--- config.mk ---
export PLATFORM = sky130hd
export DESIGN_NAME = phy_mac_pins
export DESIGN_NICKNAME = d
export VERILOG_FILES = /design/src/phy_pin_pkg.sv /design/src/phy_mac_pins.sv
export SDC_FILE = /design/constraint.sdc
export NUM_CORES = 1
export LEC_CHECK = 0
export ABC_AREA = 1
export BUFFER_PORTS_ARGS = -buffer_cell sky130_fd_sc_hd__buf_2
export CAP_MARGIN = 0
export CORE_MARGIN = 2
export CORE_UTILIZATION = 55
export CTS_BUF_LIST = sky130_fd_sc_hd__clkbuf_4 sky130_fd_sc_hd__clkbuf_8
export DETAILED_ROUTE_END_ITERATION = 10
export PLACE_DENSITY = 0.84
export SETUP_SLACK_MARGIN = 0.1
export SYNTH_ARGS = -nofsm -noshare
export SYNTH_HDL_FRONTEND = slang
export SYNTH_SLANG_ARGS = --single-unit
--- constraint.sdc ---
create_clock -name pclk -period 2.4 [get_ports pclk]
set_clock_uncertainty 0.05 [all_clocks]
set_input_delay 0.48 -clock pclk [delete_from_list [all_inputs] [get_ports pclk]]
set_output_delay 0.48 -clock pclk [all_outputs]
set_load 0.05 [all_outputs]
--- src/phy_pin_pkg.sv ---
// shared constants and types for the mac-side pin function block
package phy_pin_pkg;
	// register map, apb byte addresses
	localparam logic [7:0] CTRL_ADDR      = 8'h00;
	localparam logic [7:0] STATUS_ADDR    = 8'h04;
	// control field positions
	localparam int CTRL_LED_MODE_LSB      = 0;
	localparam int CTRL_LINK_INV_BIT      = 2;
	localparam int CTRL_GP_EN_BIT         = 3;
	localparam int CTRL_GP_SEL_BIT        = 4;
	localparam logic [4:0] CTRL_RESET     = 5'h00;
	// status field positions
	localparam int ST_MODE_LSB            = 0;
	localparam int ST_CFG_A_LSB           = 2;
	localparam int ST_CFG_B_LSB           = 4;
	localparam int ST_MDIX_LSB            = 6;
	localparam int ST_EEE_BIT             = 8;
	localparam int ST_LED_LOW_BIT         = 9;
	localparam int ST_RUN_BIT             = 10;
	// indicator modes
	localparam logic [1:0] LED_LINK_ACT   = 2'h0;
	localparam logic [1:0] LED_ON         = 2'h1;
	localparam logic [1:0] LED_OFF        = 2'h2;
	localparam logic [1:0] LED_LINK       = 2'h3;
	// speed codes from the phy core
	localparam logic [1:0] SPEED_10       = 2'h0;
	localparam logic [1:0] SPEED_100      = 2'h1;
	localparam logic [1:0] SPEED_1000     = 2'h2;
	// clock half periods in picoseconds, and cycles of the 20 ns system clock
	localparam int CLK_PS                 = 20000;
	localparam int HALF_1000_PS           = 4000;
	localparam int HALF_100_PS            = 20000;
	localparam int HALF_10_PS             = 200000;
	localparam int HALF_1000_CYC = (HALF_1000_PS / CLK_PS < 1) ? 1 : HALF_1000_PS / CLK_PS;
	localparam int HALF_100_CYC  = (HALF_100_PS / CLK_PS < 1) ? 1 : HALF_100_PS / CLK_PS;
	localparam int HALF_10_CYC   = (HALF_10_PS / CLK_PS < 1) ? 1 : HALF_10_PS / CLK_PS;
	// strap settle time after reset release, and indicator blink half period
	localparam int STRAP_SETTLE_NS        = 200;
	localparam int STRAP_SETTLE_CYC = (STRAP_SETTLE_NS * 1000 + CLK_PS - 1) / CLK_PS;
	localparam int BLINK_MS               = 50;
	localparam int BLINK_CYC = BLINK_MS * 1000000 / (CLK_PS / 1000);
	typedef enum logic [1:0] {IF_RGMII, IF_MII, IF_RMII} if_mode_t;
	typedef enum logic {PH_STRAP, PH_RUN} phase_t;
endpackage

--- src/phy_mac_pins.sv ---
// mac-side pin functions: receive/transmit control, clocks, straps, indicator, apb
`timescale 1ns/1ps
module phy_mac_pins #(
	parameter int BLINK_CYCLES = phy_pin_pkg::BLINK_CYC  // blink half period in clocks
) (
	input  wire logic        pclk,              // system clock, 50 mhz
	input  wire logic        presetn,           // async reset, active low
	input  wire logic        psel,              // apb select
	input  wire logic        penable,           // apb access phase
	input  wire logic        pwrite,            // apb direction
	input  wire logic [7:0]  paddr,             // apb byte address
	input  wire logic [31:0] pwdata,            // apb write data
	output logic      [31:0] prdata,            // apb read data
	output logic             pready,            // apb ready
	output logic             pslverr,           // apb error on unmapped address
	input  wire logic        core_rx_valid,     // core: receive data valid
	input  wire logic        core_rx_error,     // core: receive error
	input  wire logic        core_carrier,      // core: carrier sense
	input  wire logic        core_collision,    // core: collision
	input  wire logic [3:0]  core_rxd,          // core: receive nibble
	input  wire logic        core_link_up,      // core: link established
	input  wire logic        core_activity,     // core: traffic pulse
	input  wire logic [1:0]  core_speed,        // core: speed code
	output logic             core_tx_en,        // to core: transmit enable
	output logic             core_tx_er,        // to core: transmit error
	output logic      [3:0]  core_txd,          // to core: transmit nibble
	output logic             rxc_out,           // receive clock pin out
	output logic             rxc_oe,            // receive clock pin enable
	input  wire logic        if_select_strap_lo,// receive clock pin in, strap
	output logic             rx_ctl_out,        // receive control pin out
	output logic             rx_ctl_oe,         // receive control pin enable
	input  wire logic        if_select_strap_hi,// receive control pin in, strap
	output logic      [3:0]  rxd_out,           // receive data pins
	input  wire logic        tx_ctl_in,         // transmit control pin from mac
	input  wire logic [3:0]  txd_in,            // transmit data pins from mac
	input  wire logic        txc_in,            // transmit clock pin in (rgmii)
	output logic             txc_out,           // transmit clock pin out (mii)
	output logic             txc_oe,            // transmit clock pin enable
	input  wire logic [1:0]  config_strap_a,    // indicator pin: four-level strap / tx error in
	output logic             activity_indicator_out, // indicator / collision pin out
	output logic             activity_indicator_oe,  // indicator pin enable
	input  wire logic [1:0]  config_strap_b,    // link pin four-level strap level
	output logic             link_up_out,       // link status pin
	input  wire logic [1:0]  crossover_mode_strap, // gp pin four-level strap level
	output logic             gen_purpose_clock_out, // gp clock / receive error pin
	output logic             gen_purpose_clock_oe   // gp pin enable
);
	import phy_pin_pkg::*;

	typedef struct packed {
		logic [7:0]  sync1, sync2, sync3;   // txc, tx_ctl, txd, tx_er
		logic [9:0]  str1, str2, str3;      // hi, lo, cfg_a, cfg_b, mdix
		logic        txc_level;
		phase_t      phase;
		logic [15:0] settle;
		if_mode_t    mode;
		logic [1:0]  cfg_a, cfg_b, mdix;
		logic        eee, led_low;
		logic [4:0]  ctrl;
		logic [7:0]  div;
		logic        rxc;
		logic        lat_valid, lat_err;
		logic [3:0]  lat_rxd;
		logic [31:0] blink;
		logic        blink_on, act_hold;
		logic [31:0] prdata;
		logic        pready, pslverr;
		logic        tx_en, tx_er;
		logic [3:0]  txd;
		logic        rxc_oe, rx_ctl, rx_ctl_oe, txc_oe, led, led_oe, link, gp, gp_oe;
		logic [3:0]  rxd;
	} state_t;

	state_t s, n;
	logic   txc_rise, txc_fall, stable, tog, rise_evt, fall_evt, run, led_lit, apb_wr;

	// half period of the generated receive/transmit clock for a speed code
	function automatic logic [7:0] half_cycles(input logic [1:0] spd);
		half_cycles = (spd == SPEED_1000) ? 8'(HALF_1000_CYC) :
			(spd == SPEED_100) ? 8'(HALF_100_CYC) : 8'(HALF_10_CYC);
	endfunction

	// four-level pin level to configuration value; level code is already binary
	function automatic logic [1:0] four_level(input logic [1:0] lvl);
		four_level = lvl;
	endfunction

	////////////////////////////////////////////////////////////////////////
	// next-state logic
	always_comb begin
		n = s;
		run = (s.phase == PH_RUN);
		// three-stage synchronisers for every pin input
		n.sync1 = {txc_in, tx_ctl_in, txd_in, config_strap_a[1], 1'b0};
		n.sync2 = s.sync1;
		n.sync3 = s.sync2;
		n.str1 = {if_select_strap_hi, if_select_strap_lo, config_strap_a,
			config_strap_b, crossover_mode_strap, 2'h0};
		n.str2 = s.str1;
		n.str3 = s.str2;
		// transmit clock edge only counts once stages two and three agree
		stable = (s.sync2[7] == s.sync3[7]);
		txc_rise = stable && s.sync3[7] && !s.txc_level;
		txc_fall = stable && !s.sync3[7] && s.txc_level;
		if (stable) begin
			n.txc_level = s.sync3[7];
		end

		// straps: hold pins released, wait for settle, then latch and drive
		if (s.phase == PH_STRAP) begin
			n.settle = s.settle + 16'h0001;
			if (s.settle >= 16'(STRAP_SETTLE_CYC) && s.str2 == s.str3) begin
				n.phase = PH_RUN;
				n.mode = !s.str3[9] ? IF_RGMII : (s.str3[8] ? IF_RMII : IF_MII);
				n.cfg_a = four_level(s.str3[7:6]);
				n.cfg_b = four_level(s.str3[5:4]);
				n.mdix = four_level(s.str3[3:2]);
				n.eee = s.str3[7];   // upper cfg_a levels advertise eee
				n.led_low = s.str3[7]; // pin pulled high at reset means led to supply
			end
		end

		// clock divider: one toggle enable per half period
		tog = run && (s.div >= half_cycles(core_speed) - 8'h01);
		n.div = tog ? 8'h00 : (run ? s.div + 8'h01 : 8'h00);
		rise_evt = tog && !s.rxc;
		fall_evt = tog && s.rxc;
		if (tog) begin
			n.rxc = !s.rxc;
		end

		// receive path
		n.rx_ctl_oe = run;
		n.rxc_oe = run && (s.mode != IF_RMII);
		n.txc_oe = run && (s.mode == IF_MII);
		unique case (s.mode)
			IF_RGMII: begin
				if (fall_evt) begin
					n.lat_valid = core_rx_valid;
					n.lat_err = core_rx_error;
					n.lat_rxd = core_rxd;
					n.rxd = core_rxd;
					n.rx_ctl = core_rx_valid;
				end else if (rise_evt) begin
					n.rx_ctl = s.lat_valid ^ s.lat_err;
				end
			end
			IF_MII: begin
				if (fall_evt) begin
					n.rxd = core_rxd;
					n.rx_ctl = core_rx_valid;
				end
			end
			IF_RMII: begin
				// reference clock is the system clock, a dibit each cycle
				n.rxd = {2'h0, core_rxd[1:0]};
				n.rx_ctl = core_carrier | core_rx_valid;
			end
			default: begin
				n.rx_ctl = 1'b0;
			end
		endcase

		// transmit path: rgmii on mac clock edges, mii on own clock rising edge
		if (s.mode == IF_RGMII && txc_rise) begin
			n.tx_en = s.sync3[6];
			n.txd = s.sync3[5:2];
		end else if (s.mode == IF_RGMII && txc_fall) begin
			n.tx_er = s.sync3[6] ^ s.tx_en;
		end else if (s.mode == IF_MII && rise_evt) begin
			n.tx_en = s.sync3[6];
			n.txd = s.sync3[5:2];
			n.tx_er = s.eee && s.sync3[1];
		end else if (s.mode == IF_RMII && run) begin
			n.tx_en = s.sync3[6];
			n.txd = {2'h0, s.sync3[3:2]};
			n.tx_er = 1'b0;
		end

		// indicator blink timer; activity holds blinking until the next blink toggle
		n.blink = (s.blink >= 32'(BLINK_CYCLES) - 32'h1) ? 32'h0 : s.blink + 32'h1;
		if (s.blink >= 32'(BLINK_CYCLES) - 32'h1) begin
			n.blink_on = !s.blink_on;
			n.act_hold = core_activity;
		end else if (core_activity) begin
			n.act_hold = 1'b1;
		end
		unique case (s.ctrl[CTRL_LED_MODE_LSB +: 2])
			LED_LINK_ACT: led_lit = core_link_up && !(s.act_hold && s.blink_on);
			LED_ON:       led_lit = 1'b1;
			LED_OFF:      led_lit = 1'b0;
			LED_LINK:     led_lit = core_link_up;
		endcase

		// shared indicator pin: led, collision or transmit error input
		if (s.mode == IF_MII && s.eee) begin
			n.led_oe = 1'b0;
			n.led = 1'b0;
		end else if (s.mode == IF_MII) begin
			n.led_oe = run;
			n.led = core_collision;
		end else begin
			n.led_oe = run;
			n.led = led_lit ^ s.led_low;
		end

		n.link = core_link_up ^ s.ctrl[CTRL_LINK_INV_BIT];

		// gp pin: receive error in mii/rmii, else optional clock output
		if (s.mode == IF_MII) begin
			n.gp_oe = run;
			n.gp = core_rx_error && (core_rx_valid || core_carrier);
		end else if (s.mode == IF_RMII) begin
			n.gp_oe = run;
			n.gp = core_rx_error;
		end else begin
			n.gp_oe = run && s.ctrl[CTRL_GP_EN_BIT];
			n.gp = s.ctrl[CTRL_GP_SEL_BIT] ? s.txc_level : s.rxc;
		end

		// apb: answer prepared in setup, ready in the first access cycle
		n.pready = psel && !penable;
		apb_wr = psel && penable && s.pready && pwrite;
		if (psel && !penable) begin
			n.pslverr = (paddr != CTRL_ADDR) && (paddr != STATUS_ADDR);
			n.prdata = 32'h0;
			if (paddr == CTRL_ADDR) begin
				n.prdata[4:0] = s.ctrl;
			end else if (paddr == STATUS_ADDR) begin
				n.prdata[ST_MODE_LSB +: 2] = s.mode;
				n.prdata[ST_CFG_A_LSB +: 2] = s.cfg_a;
				n.prdata[ST_CFG_B_LSB +: 2] = s.cfg_b;
				n.prdata[ST_MDIX_LSB +: 2] = s.mdix;
				n.prdata[ST_EEE_BIT] = s.eee;
				n.prdata[ST_LED_LOW_BIT] = s.led_low;
				n.prdata[ST_RUN_BIT] = run;
			end
		end
		if (apb_wr && paddr == CTRL_ADDR) begin
			n.ctrl = pwdata[4:0];
		end
	end

	////////////////////////////////////////////////////////////////////////
	// state register; reset loads constants only
	always_ff @(posedge pclk or negedge presetn) begin
		if (!presetn) begin
			s <= '0;
			s.phase <= PH_STRAP;
			s.mode <= IF_RGMII;
			s.ctrl <= CTRL_RESET;
		end else begin
			s <= n;
		end
	end

	// outputs straight from the state register
	assign prdata = s.prdata;
	assign pready = s.pready;
	assign pslverr = s.pslverr;
	assign core_tx_en = s.tx_en;
	assign core_tx_er = s.tx_er;
	assign core_txd = s.txd;
	assign rxc_out = s.rxc;
	assign rxc_oe = s.rxc_oe;
	assign rx_ctl_out = s.rx_ctl;
	assign rx_ctl_oe = s.rx_ctl_oe;
	assign rxd_out = s.rxd;
	assign txc_out = s.rxc;
	assign txc_oe = s.txc_oe;
	assign activity_indicator_out = s.led;
	assign activity_indicator_oe = s.led_oe;
	assign link_up_out = s.link;
	assign gen_purpose_clock_out = s.gp;
	assign gen_purpose_clock_oe = s.gp_oe;

	////////////////////////////////////////////////////////////////////////
	// checks
	rgmii_ctl_a: assert property (@(posedge pclk) disable iff (!presetn)
		(run && s.mode == IF_RGMII && rise_evt) |=> rx_ctl_out == $past(s.lat_valid ^ s.lat_err))
		else $error("rgmii second-edge control wrong");
	mii_valid_a: assert property (@(posedge pclk) disable iff (!presetn)
		(run && s.mode == IF_MII && fall_evt) |=> rx_ctl_out == $past(core_rx_valid))
		else $error("mii receive valid wrong");
	rmii_crsdv_a: assert property (@(posedge pclk) disable iff (!presetn)
		(run && s.mode == IF_RMII) |=> rx_ctl_out == $past(core_carrier | core_rx_valid))
		else $error("rmii carrier/valid wrong");
	mii_txclk_a: assert property (@(posedge pclk) disable iff (!presetn)
		(run && s.mode == IF_MII && tog) |=> txc_out != $past(txc_out) && txc_oe)
		else $error("mii transmit clock not toggling");
	mii_col_a: assert property (@(posedge pclk) disable iff (!presetn)
		(run && s.mode == IF_MII && !s.eee) |=> activity_indicator_out == $past(core_collision))
		else $error("collision output wrong");
	// the edge that releases reset still loads the reset value, so it is skipped
	link_pol_a: assert property (@(posedge pclk) disable iff (!presetn)
		$past(presetn) |-> link_up_out == $past(core_link_up ^ s.ctrl[CTRL_LINK_INV_BIT]))
		else $error("link status polarity wrong");
	mii_rxer_a: assert property (@(posedge pclk) disable iff (!presetn)
		(s.mode == IF_MII && gen_purpose_clock_out) |-> $past(core_rx_valid || core_carrier))
		else $error("receive error outside valid or carrier");
	strap_hold_a: assert property (@(posedge pclk) disable iff (!presetn)
		(s.phase == PH_STRAP) |=> !rx_ctl_oe && !activity_indicator_oe && !gen_purpose_clock_oe)
		else $error("pin driven before straps latched");
	led_off_a: assert property (@(posedge pclk) disable iff (!presetn)
		(run && s.mode != IF_MII && s.ctrl[1:0] == LED_LINK_ACT && !core_link_up)
		|=> activity_indicator_out == $past(s.led_low))
		else $error("indicator lit without link");
endmodule

Word-level counts from Yosys, hierarchy flattened. Cells that the tools add are included.

Flip-flop bits (word level): 154. Output and inout bits: 55.

$add $sub $neg: 4. Order comparisons: 3. Equality and inequality tests: 16. Multiplexer cells: 34. Bitwise operators: 7. Reduce and logical (&&, ||, !) cells: 48.

Operators by type and width (count): $add 32x1->32 const B (1); $ge 32x22->1 const B (1); $mux 32 (1); $mux 27 (1); $logic_and 1x1->1 (26); $mux 4 (5); $mux 6 (3); $add 16x1->16 const B (1); $ge 16x4->1 const B (1); $mux 8 (2); $mux 2 (6); $reduce_and 2->1 (6); $mux 11 (1); $mux 1 (10); $mux 10 (1); $add 8x1->8 const B (1); $eq 2x2->1 const B (4); $eq 8x3->1 const B (1); $eq 8x8->1 (1); $ge 8x8->1 (1); $logic_not 8->1 (1); $ne 8x3->1 const B (1); $pmux 4 s2 (1); $reduce_bool 8->1 (1); other kinds (18) (34).

Logic depth before layout (Yosys ltp). Gate-level depths: netlist of the first run.

Depth in word-level cells: 11. Depth in mapped cells: 14.

Worst setup path before layout of the first run. Ideal clock, no wire load.

Kind: input-to-reg. Start point: input core_speed[0]. End point: register s (netlist bit rx_ctl_out). Setup time: 118 ps. Arrival: 1658 ps. Required time: 2232 ps. Path slack: 574 ps. Stages on the path: 12. Path buffers: 0. Cell sequence: inv_1 > nand2_1 > nand2_1 > ha_1 > a21oi_1 > nand3_1 > nand3_1 > nor2_1 > nand2_1 > nand2_1 > nand2_1 > nand2_1.

Longest elaborated chain between the ends: 9. Elaborated cells on any way between the ends: 14. Classes of those cells: add/sub: 1; order compare: 1; eq/ne: 4; mux: 4; reduce/logical: 4.

RTL lines: from (decl) (RTL line phy_mac_pins.sv:23) `input wire logic [1:0] core_speed,`; $eq 2x1->1 (RTL line phy_mac_pins.sv:80) `(spd == SPEED_100) ? 8'(HALF_100_CYC) : 8'(HALF_10_CYC);`; $mux 4 (RTL line phy_mac_pins.sv:80); $mux 4 (*) (RTL line phy_mac_pins.sv:79) `half_cycles = (spd == SPEED_1000) ? 8'(HALF_1000_CYC) :`; $sub 4x1->5 (*) (RTL line phy_mac_pins.sv:124) `tog = run && (s.div >= half_cycles(core_speed) - 8'h01);`; $ge 8x8->1 (*) (RTL line phy_mac_pins.sv:124); $logic_and 1x1->1 (*) (RTL line phy_mac_pins.sv:124); $logic_and 1x1->1 (on tied branches) (RTL line phy_mac_pins.sv:127, phy_mac_pins.sv:126); $mux 1, or another cell as far along (RTL line phy_mac_pins.sv:138) `if (fall_evt) begin`; $pmux 1 s3 or $reduce_and 2->1 (tied branches); to (signal assigned) (RTL line phy_mac_pins.sv:253) `s <= n;`; to (decl) (RTL line phy_mac_pins.sv:74) `state_t s, n;`.

Every way passes the cells marked *; elsewhere a longest branch is shown, timed or not. A chain may end at the register's enable or synchronous reset.

==> impl_metrics.json, run 1 <==
{
  "insertion_delay_ps": 440,
  "slowest_stage": "dfrtp_1",
  "timing.rr.end": "s[73]",
  "netlist_instances": 611,
  "cp_common_cell": "nand2_1",
  "finalSetupViolCount": 0,
  "path_max_fanout": 23,
  "design.core.area_sq_um": 11300,
  "track_usage": 0.197,
  "dieArea_sq_um": 12400,
  "place_inst": 822,
  "final_cell_mix": "149 x dfrtp_1, 91 x nand2_1, 76 x buf_2",
  "min_to": "n[150]",
  "first_global_vias": 4286,
  "cts_resized": 0,
  "drt_iter0_markers": 227,
  "cp-start-kind": "flop",
  "start_util": 0.560,
  "r2r-start": "s[55]",
  "hp-class": "in -> reg",
  "worstPathCellList": "ha_1, nand2_1, nor2_1, nand3_1, nand2_1, nand2_1, o2111ai_1, nand2_1, nand2_2, nor3_1",
  "postPlaceCellArea_sq_um": 6750,
  "ff2ff_path_depth": 10,
  "synth.top_cell.area_share": 0.588,
  "cts_setup_buffers": 0,
  "antenna_found_initial": 0,
  "finalSetupTns_ps": 0,
  "final_util": 0.635,
  "critPathRequiredTime_ps": 2680,
  "hold_viol": 0,
  "route.detailed.drc": 0,
  "via_per_inst": 4.96,
  "r2r_setup_slack_ps": 380,
  "n_antenna_cell": 0,
  "die_y_um": 111,
  "crit_path_max_incr_delay_ps": 410,
  "cts_buffers": 17,
  "grt_setup_unrepaired": "no",
  "wl_per_cell_um": 13.7,
  "power_leakage_nw": 3.53,
  "syn2layout_area_growth_pct": 13.4,
  "period_needed_ps": 2020,
  "netlist_area_sq_um": 6340,
  "final_cells": 855,
  "end_kind": "flop",
  "final_common_cell": "dfrtp_1",
  "holdPathStages": 1,
  "power_density_nw_per_um2": 897,
  "drive_gt1_frac": 0.219,
  "gp_congestion": 0.897,
  "cap_violations": 0,
  "fill_cells": 855,
  "root_buffer": "clkbuf_8",
  "yosysSeqAreaShare": 0.588,
  "drtPass1Iterations": 6,
  "tightest_slew_ps": 615,
  "io_buffers": 77,
  "htreeDepth": 4,
  "clk_pin_slew_ps": 80,
  "timing.final.max_slew_violations": 0,
  "cts_tree": "built",
  "worstPathArrival_ps": 2300,
  "post-route-period-util": 0.841,
  "ys_warn_count": 0,
  "synth_top_area_cell": "dfrtp_1",
  "irDropWorstVdd_v": 0.000655,
  "outcome": "completed",
  "finish.net_count": 779,
  "hold_slack_ps": 90.3,
  "setup.worst_path.class": "reg -> reg",
  "hold_start": "config_strap_b[1]",
  "synth.distinct_cells": 43,
  "yosys-top-cells-area": "dfrtp_1 59%, nand2_1 5.4%, buf_4 5.1%",
  "synth-seq-cells": 149,
  "routed_wl_um": 11700,
  "dp_slack_ps": 172,
  "cts.sinks": 149,
  "die_w_um": 111,
  "grt_pass1_wl_um": 19700,
  "ioPinCount": 126,
  "max_freq_mhz": 495,
  "ant_nets": 0,
  "clk_path_buf_depth": 2,
  "slew-limit-headroom": 0.590,
  "fp-row-count": 39,
  "route.vias.total": 4240,
  "power_mw": 6.45,
  "fin_area_sq_um": 7190,
  "post-dp-hpwl_um": 8510,
  "synth.avg_cell_area_sq_um": 10.4,
  "timing.final.ws_setup_ps": 381,
  "grt_max_degree": 69,
  "grt_overflow": 0
}
==> worst max-delay path by stage <==
stage                     slack (ps)          start    endpoint  cells after the start
final                            380          s[55]       s[73]                     10
after global routing             220          s[55]       s[73]                     10
after CTS                        380          s[55]       s[73]                     10
after detailed placement         170  core_speed[0]  rx_ctl_out                     13
after global placement           250  core_speed[0]  rx_ctl_out                     13
after floorplan                  570  core_speed[0]  rx_ctl_out                     12
==> critical path, delay by kind of cell, from the launching register on <==
| kind | cells | cell delay, ps |
|---|---|---|
| compound gates | 1 | 100 |
| simple gates | 8 | 1130 |
| fa+ha+maj | 1 | 220 |
| flops | 1 | 410 |
==> cells by family (layout without fill, tap and decap cells) <==
group	count (synthesis)	count (layout)	share of synthesized area
AOI/OAI and AO/OA	66	66	0.0594
xor gates and xnor gates	36	36	0.0497
adders and majority gates	9	9	0.0178
buffers and inverters	116	183	0.0955
DFF	149	149	0.588
muxes	4	4	0.00710
other	2	36	0.00118
and+or+nand+nor	229	229	0.181
==> routing by layer <==
metal / vias to the layer above / global-route usage / part of all wire / wire length (um)
met5: - / 0 / 0 / 0
met4: 0 / 0.0675 / 0.014 / 162
met3: 16 / 0.0484 / 0.050 / 581
met2: 114 / 0.325 / 0.50 / 5830
met1: 2047 / 0.259 / 0.44 / 5110
li1: 2063 / - / - / -
==> cell type report <==
class / instances / area, sq um / share of cell area
clock buffers: 19 / 249 / 0.0346
well taps: 143 / 179 / 0.0249
repair buffers: 82 / 457 / 0.0635
multi-input cells: 380 / 2130 / 0.297
clock inverters: 13 / 181 / 0.0252
inverters: 69 / 259 / 0.0360
flip-flops and latches: 149 / 3730 / 0.519
==> cell usage after synthesis (all sizes together) <==
| library cell | instances |
|---|---|
| o311ai | 1 |
| nor3 | 12 |
| or2 | 4 |
| xnor2 | 17 |
| nand4 | 13 |
| conb | 2 |
| mux2 | 4 |
| a31o | 1 |
| a41oi | 1 |
| a31oi | 1 |
| ha | 9 |
| a21oi | 21 |
| a21o | 1 |
| nor3b | 4 |
| o211ai | 2 |
| dfrtp | 149 |
| nor4 | 7 |
| nand2 | 94 |
| xor2 | 19 |
| nand3 | 29 |
| buf | 45 |
| o21ai | 31 |
| inv | 69 |
| o31ai | 6 |
| clkbuf | 2 |
| nor2 | 66 |
| o2111ai | 1 |
==> where the power goes <==
group | switching, mW | total [mW] | internal (mW)
Clock | 0.913 | 2.06 | 1.15
Sequential | 0.219 | 3.01 | 2.79
Combinational | 1.02 | 1.37 | 0.354
==> flip-flops by register name, summed over array words and instances (netlist names), 4 cells and up <==
name	count
s	88
core_txd	4
rxd_out	4
prdata	10
n	28
==> repair_timing <==
item,CTS,global route
endpoints found under the setup margin,0,0
endpoints found under the hold margin,13,0
hold buffers,1,0
Note: power is estimated with default switching activity, not from simulation.
==> inputs of run 2 (changes only) <==
==> constraint.sdc (replaced) <==
create_clock -name pclk -period 2 [get_ports pclk]
set_clock_uncertainty 0.05 [all_clocks]
set_input_delay 0.4 -clock pclk [delete_from_list [all_inputs] [get_ports pclk]]
set_output_delay 0.4 -clock pclk [all_outputs]
set_load 0.05 [all_outputs]
==> impl_metrics.json, run 2 (same netlist as run 1, synthesis figures left out) <==
{
  "outcome": "completed",
  "timing.final.max_slew_violations": 0,
  "routed_wl_um": 11900,
  "worstSetupStartpoint": "s[55]",
  "r2r-start": "s[55]",
  "ant_nets": 0,
  "track_usage": 0.200,
  "timing.rr.end": "s[67]",
  "worstPathCellList": "ha_2, nand2_2, inv_2, nand2_4, nor2_4, nand4_4, buf_4, nor3_1, xor2_1, nor2_1",
  "htreeDepth": 4,
  "route.detailed.drc": 0,
  "seqPwrFrac": 0.460,
  "syn2layout_area_growth_pct": 17.3,
  "finalSetupViolCount": 0,
  "r2r_setup_slack_ps": 200,
  "first_global_vias": 4343,
  "largest-register": "s",
  "crit_path_max_incr_delay_ps": 380,
  "design.core.area_sq_um": 11300,
  "grt_max_degree": 48,
  "insertion_delay_ps": 440,
  "route.vias.total": 4390,
  "wl_per_cell_um": 13.6,
  "max_freq_mhz": 555,
  "cts_buffers": 17,
  "drtPass1Iterations": 4,
  "multi_input_comb_area_sq_um": 2190,
  "gp_congestion": 0.871,
  "ioPinCount": 126,
  "pwr-share-comb": 0.215,
  "ff2ff_path_depth": 10,
  "power_mw": 7.84,
  "die_w_um": 111,
  "period_needed_ps": 1800,
  "p_int_mw": 5.23,
  "fin_area_sq_um": 7440,
  "critPathRequiredTime_ps": 2270,
  "io_buffers": 77,
  "min_to": "n[179]",
  "power_density_nw_per_um2": 1050,
  "final_cell_mix": "149 x dfrtp_1, 90 x nand2_1, 76 x buf_2",
  "via_per_inst": 5.02,
  "clkPwrFrac": 0.326,
  "hold_start": "tx_ctl_in",
  "end_kind": "flop",
  "grt_setup_unrepaired": "yes",
  "p_switching_mw": 2.61,
  "antenna_found_initial": 0,
  "start_util": 0.560,
  "irDropWorstVdd_v": 0.000918,
  "cap_violations": 0,
  "fp-row-count": 39,
  "dieArea_sq_um": 12400,
  "ff_latch_area_sq_um": 3730,
  "power_leakage_nw": 3.66,
  "finish.net_count": 799,
  "clk_path_buf_depth": 2,
  "die_y_um": 111,
  "holdPathStages": 1,
  "drive_gt1_frac": 0.238,
  "slowest_stage": "dfrtp_1",
  "fill_cells": 842,
  "setup.worst_path.class": "reg -> reg",
  "cp-start-kind": "flop",
  "postPlaceCellArea_sq_um": 6780,
  "worstPathArrival_ps": 2070,
  "post-route-period-util": 0.901,
  "final_common_cell": "dfrtp_1",
  "grt_pass1_wl_um": 19900,
  "swShare": 0.333,
  "root_buffer": "clkbuf_8",
  "drt_iter0_markers": 294,
  "largest_reg_flops": 88,
  "cts_tree": "built",
  "clk_pin_slew_ps": 80,
  "grt_overflow": 0,
  "hold_viol": 0,
  "n_antenna_cell": 0,
  "path_max_fanout": 4,
  "hp-class": "in -> reg",
  "post-dp-hpwl_um": 8550,
  "cts.sinks": 149
}
run 2: worst max path at each step:
| stage | to | slack (ps) | cells after the start |
|---|---|---|---|
| detailed placement | rx_ctl_out | -150 | 13 |
| finish | s[67] | 200 | 10 |
| CTS | core_txd[0] | 70 | 7 |
| global placement | rx_ctl_out | -70 | 13 |
| global route | s[75] | 10 | 13 |
| floorplan | rx_ctl_out | 250 | 12 |
run 2: per-stage QoR:
stage | setup slack [ps] | cells | TNS (ps) | hold WS [ps] | utilization
after global routing | 9.66 | 875 | 0 | 7.11 | 0.657
after detailed placement | -147 | 826 | -1390 | 285 | 0.599
after floorplan | 254 | 645 | 0 | 54.4 | -
after CTS | 67.2 | 869 | 0 | 3.52 | 0.649
after global placement | -66.4 | 826 | -225 | 282 | 0.599
final | 198 | 875 | 0 | 30.2 | 0.657
run 2: power by group through the flow:
stage | sequential [mW] | clock, mW | combinational (mW)
final | 3.60 | 2.56 | 1.68
after global routing | 3.65 | 2.74 | 1.82
after CTS | 3.60 | 2.61 | 1.68
after detailed placement | 3.66 | 0 | 1.66
after floorplan | 3.85 | 0 | 1.15
after global placement | 3.64 | 0 | 1.61
run 2: what timing repair did:
| action | CTS | global route |
|---|---|---|
| buffers inserted | 0 | 6 |
| setup endpoints to repair | 5 | 22 |
| endpoints found under the hold margin | 54 | 0 |
| hold buffers | 11 | 0 |
| pin swaps | 0 | 0 |
| gates resized for setup | 1 | 11 |
run 2: layout make-up:
class / count / area share
Multi-Input combinational cell: 380 / 0.294
Timing Repair Buffer: 102 / 0.0849
Sequential cell: 149 / 0.501
Tap cell: 143 / 0.0240
Clock buffer: 19 / 0.0343
Clock inverter: 13 / 0.0264
Inverter: 69 / 0.0348
run 2: routing by layer:
metal  up-vias  global-route usage  share of wire
met2       155               0.336           0.51
met1      2110               0.252           0.42
li1       2102                   -              -
met5         -                   0              0
met4         0              0.0675          0.016
met3        23              0.0599          0.058
run 2: critical path, delay by kind of cell, from the launching register on:
| kind | cells | cell delay, ps |
|---|---|---|
| XOR/XNOR | 1 | 190 |
| adder cells (fa/ha/maj) | 1 | 200 |
| buffers and inverters | 2 | 240 |
| flip-flops | 1 | 380 |
| AND/OR/NAND/NOR | 6 | 630 |
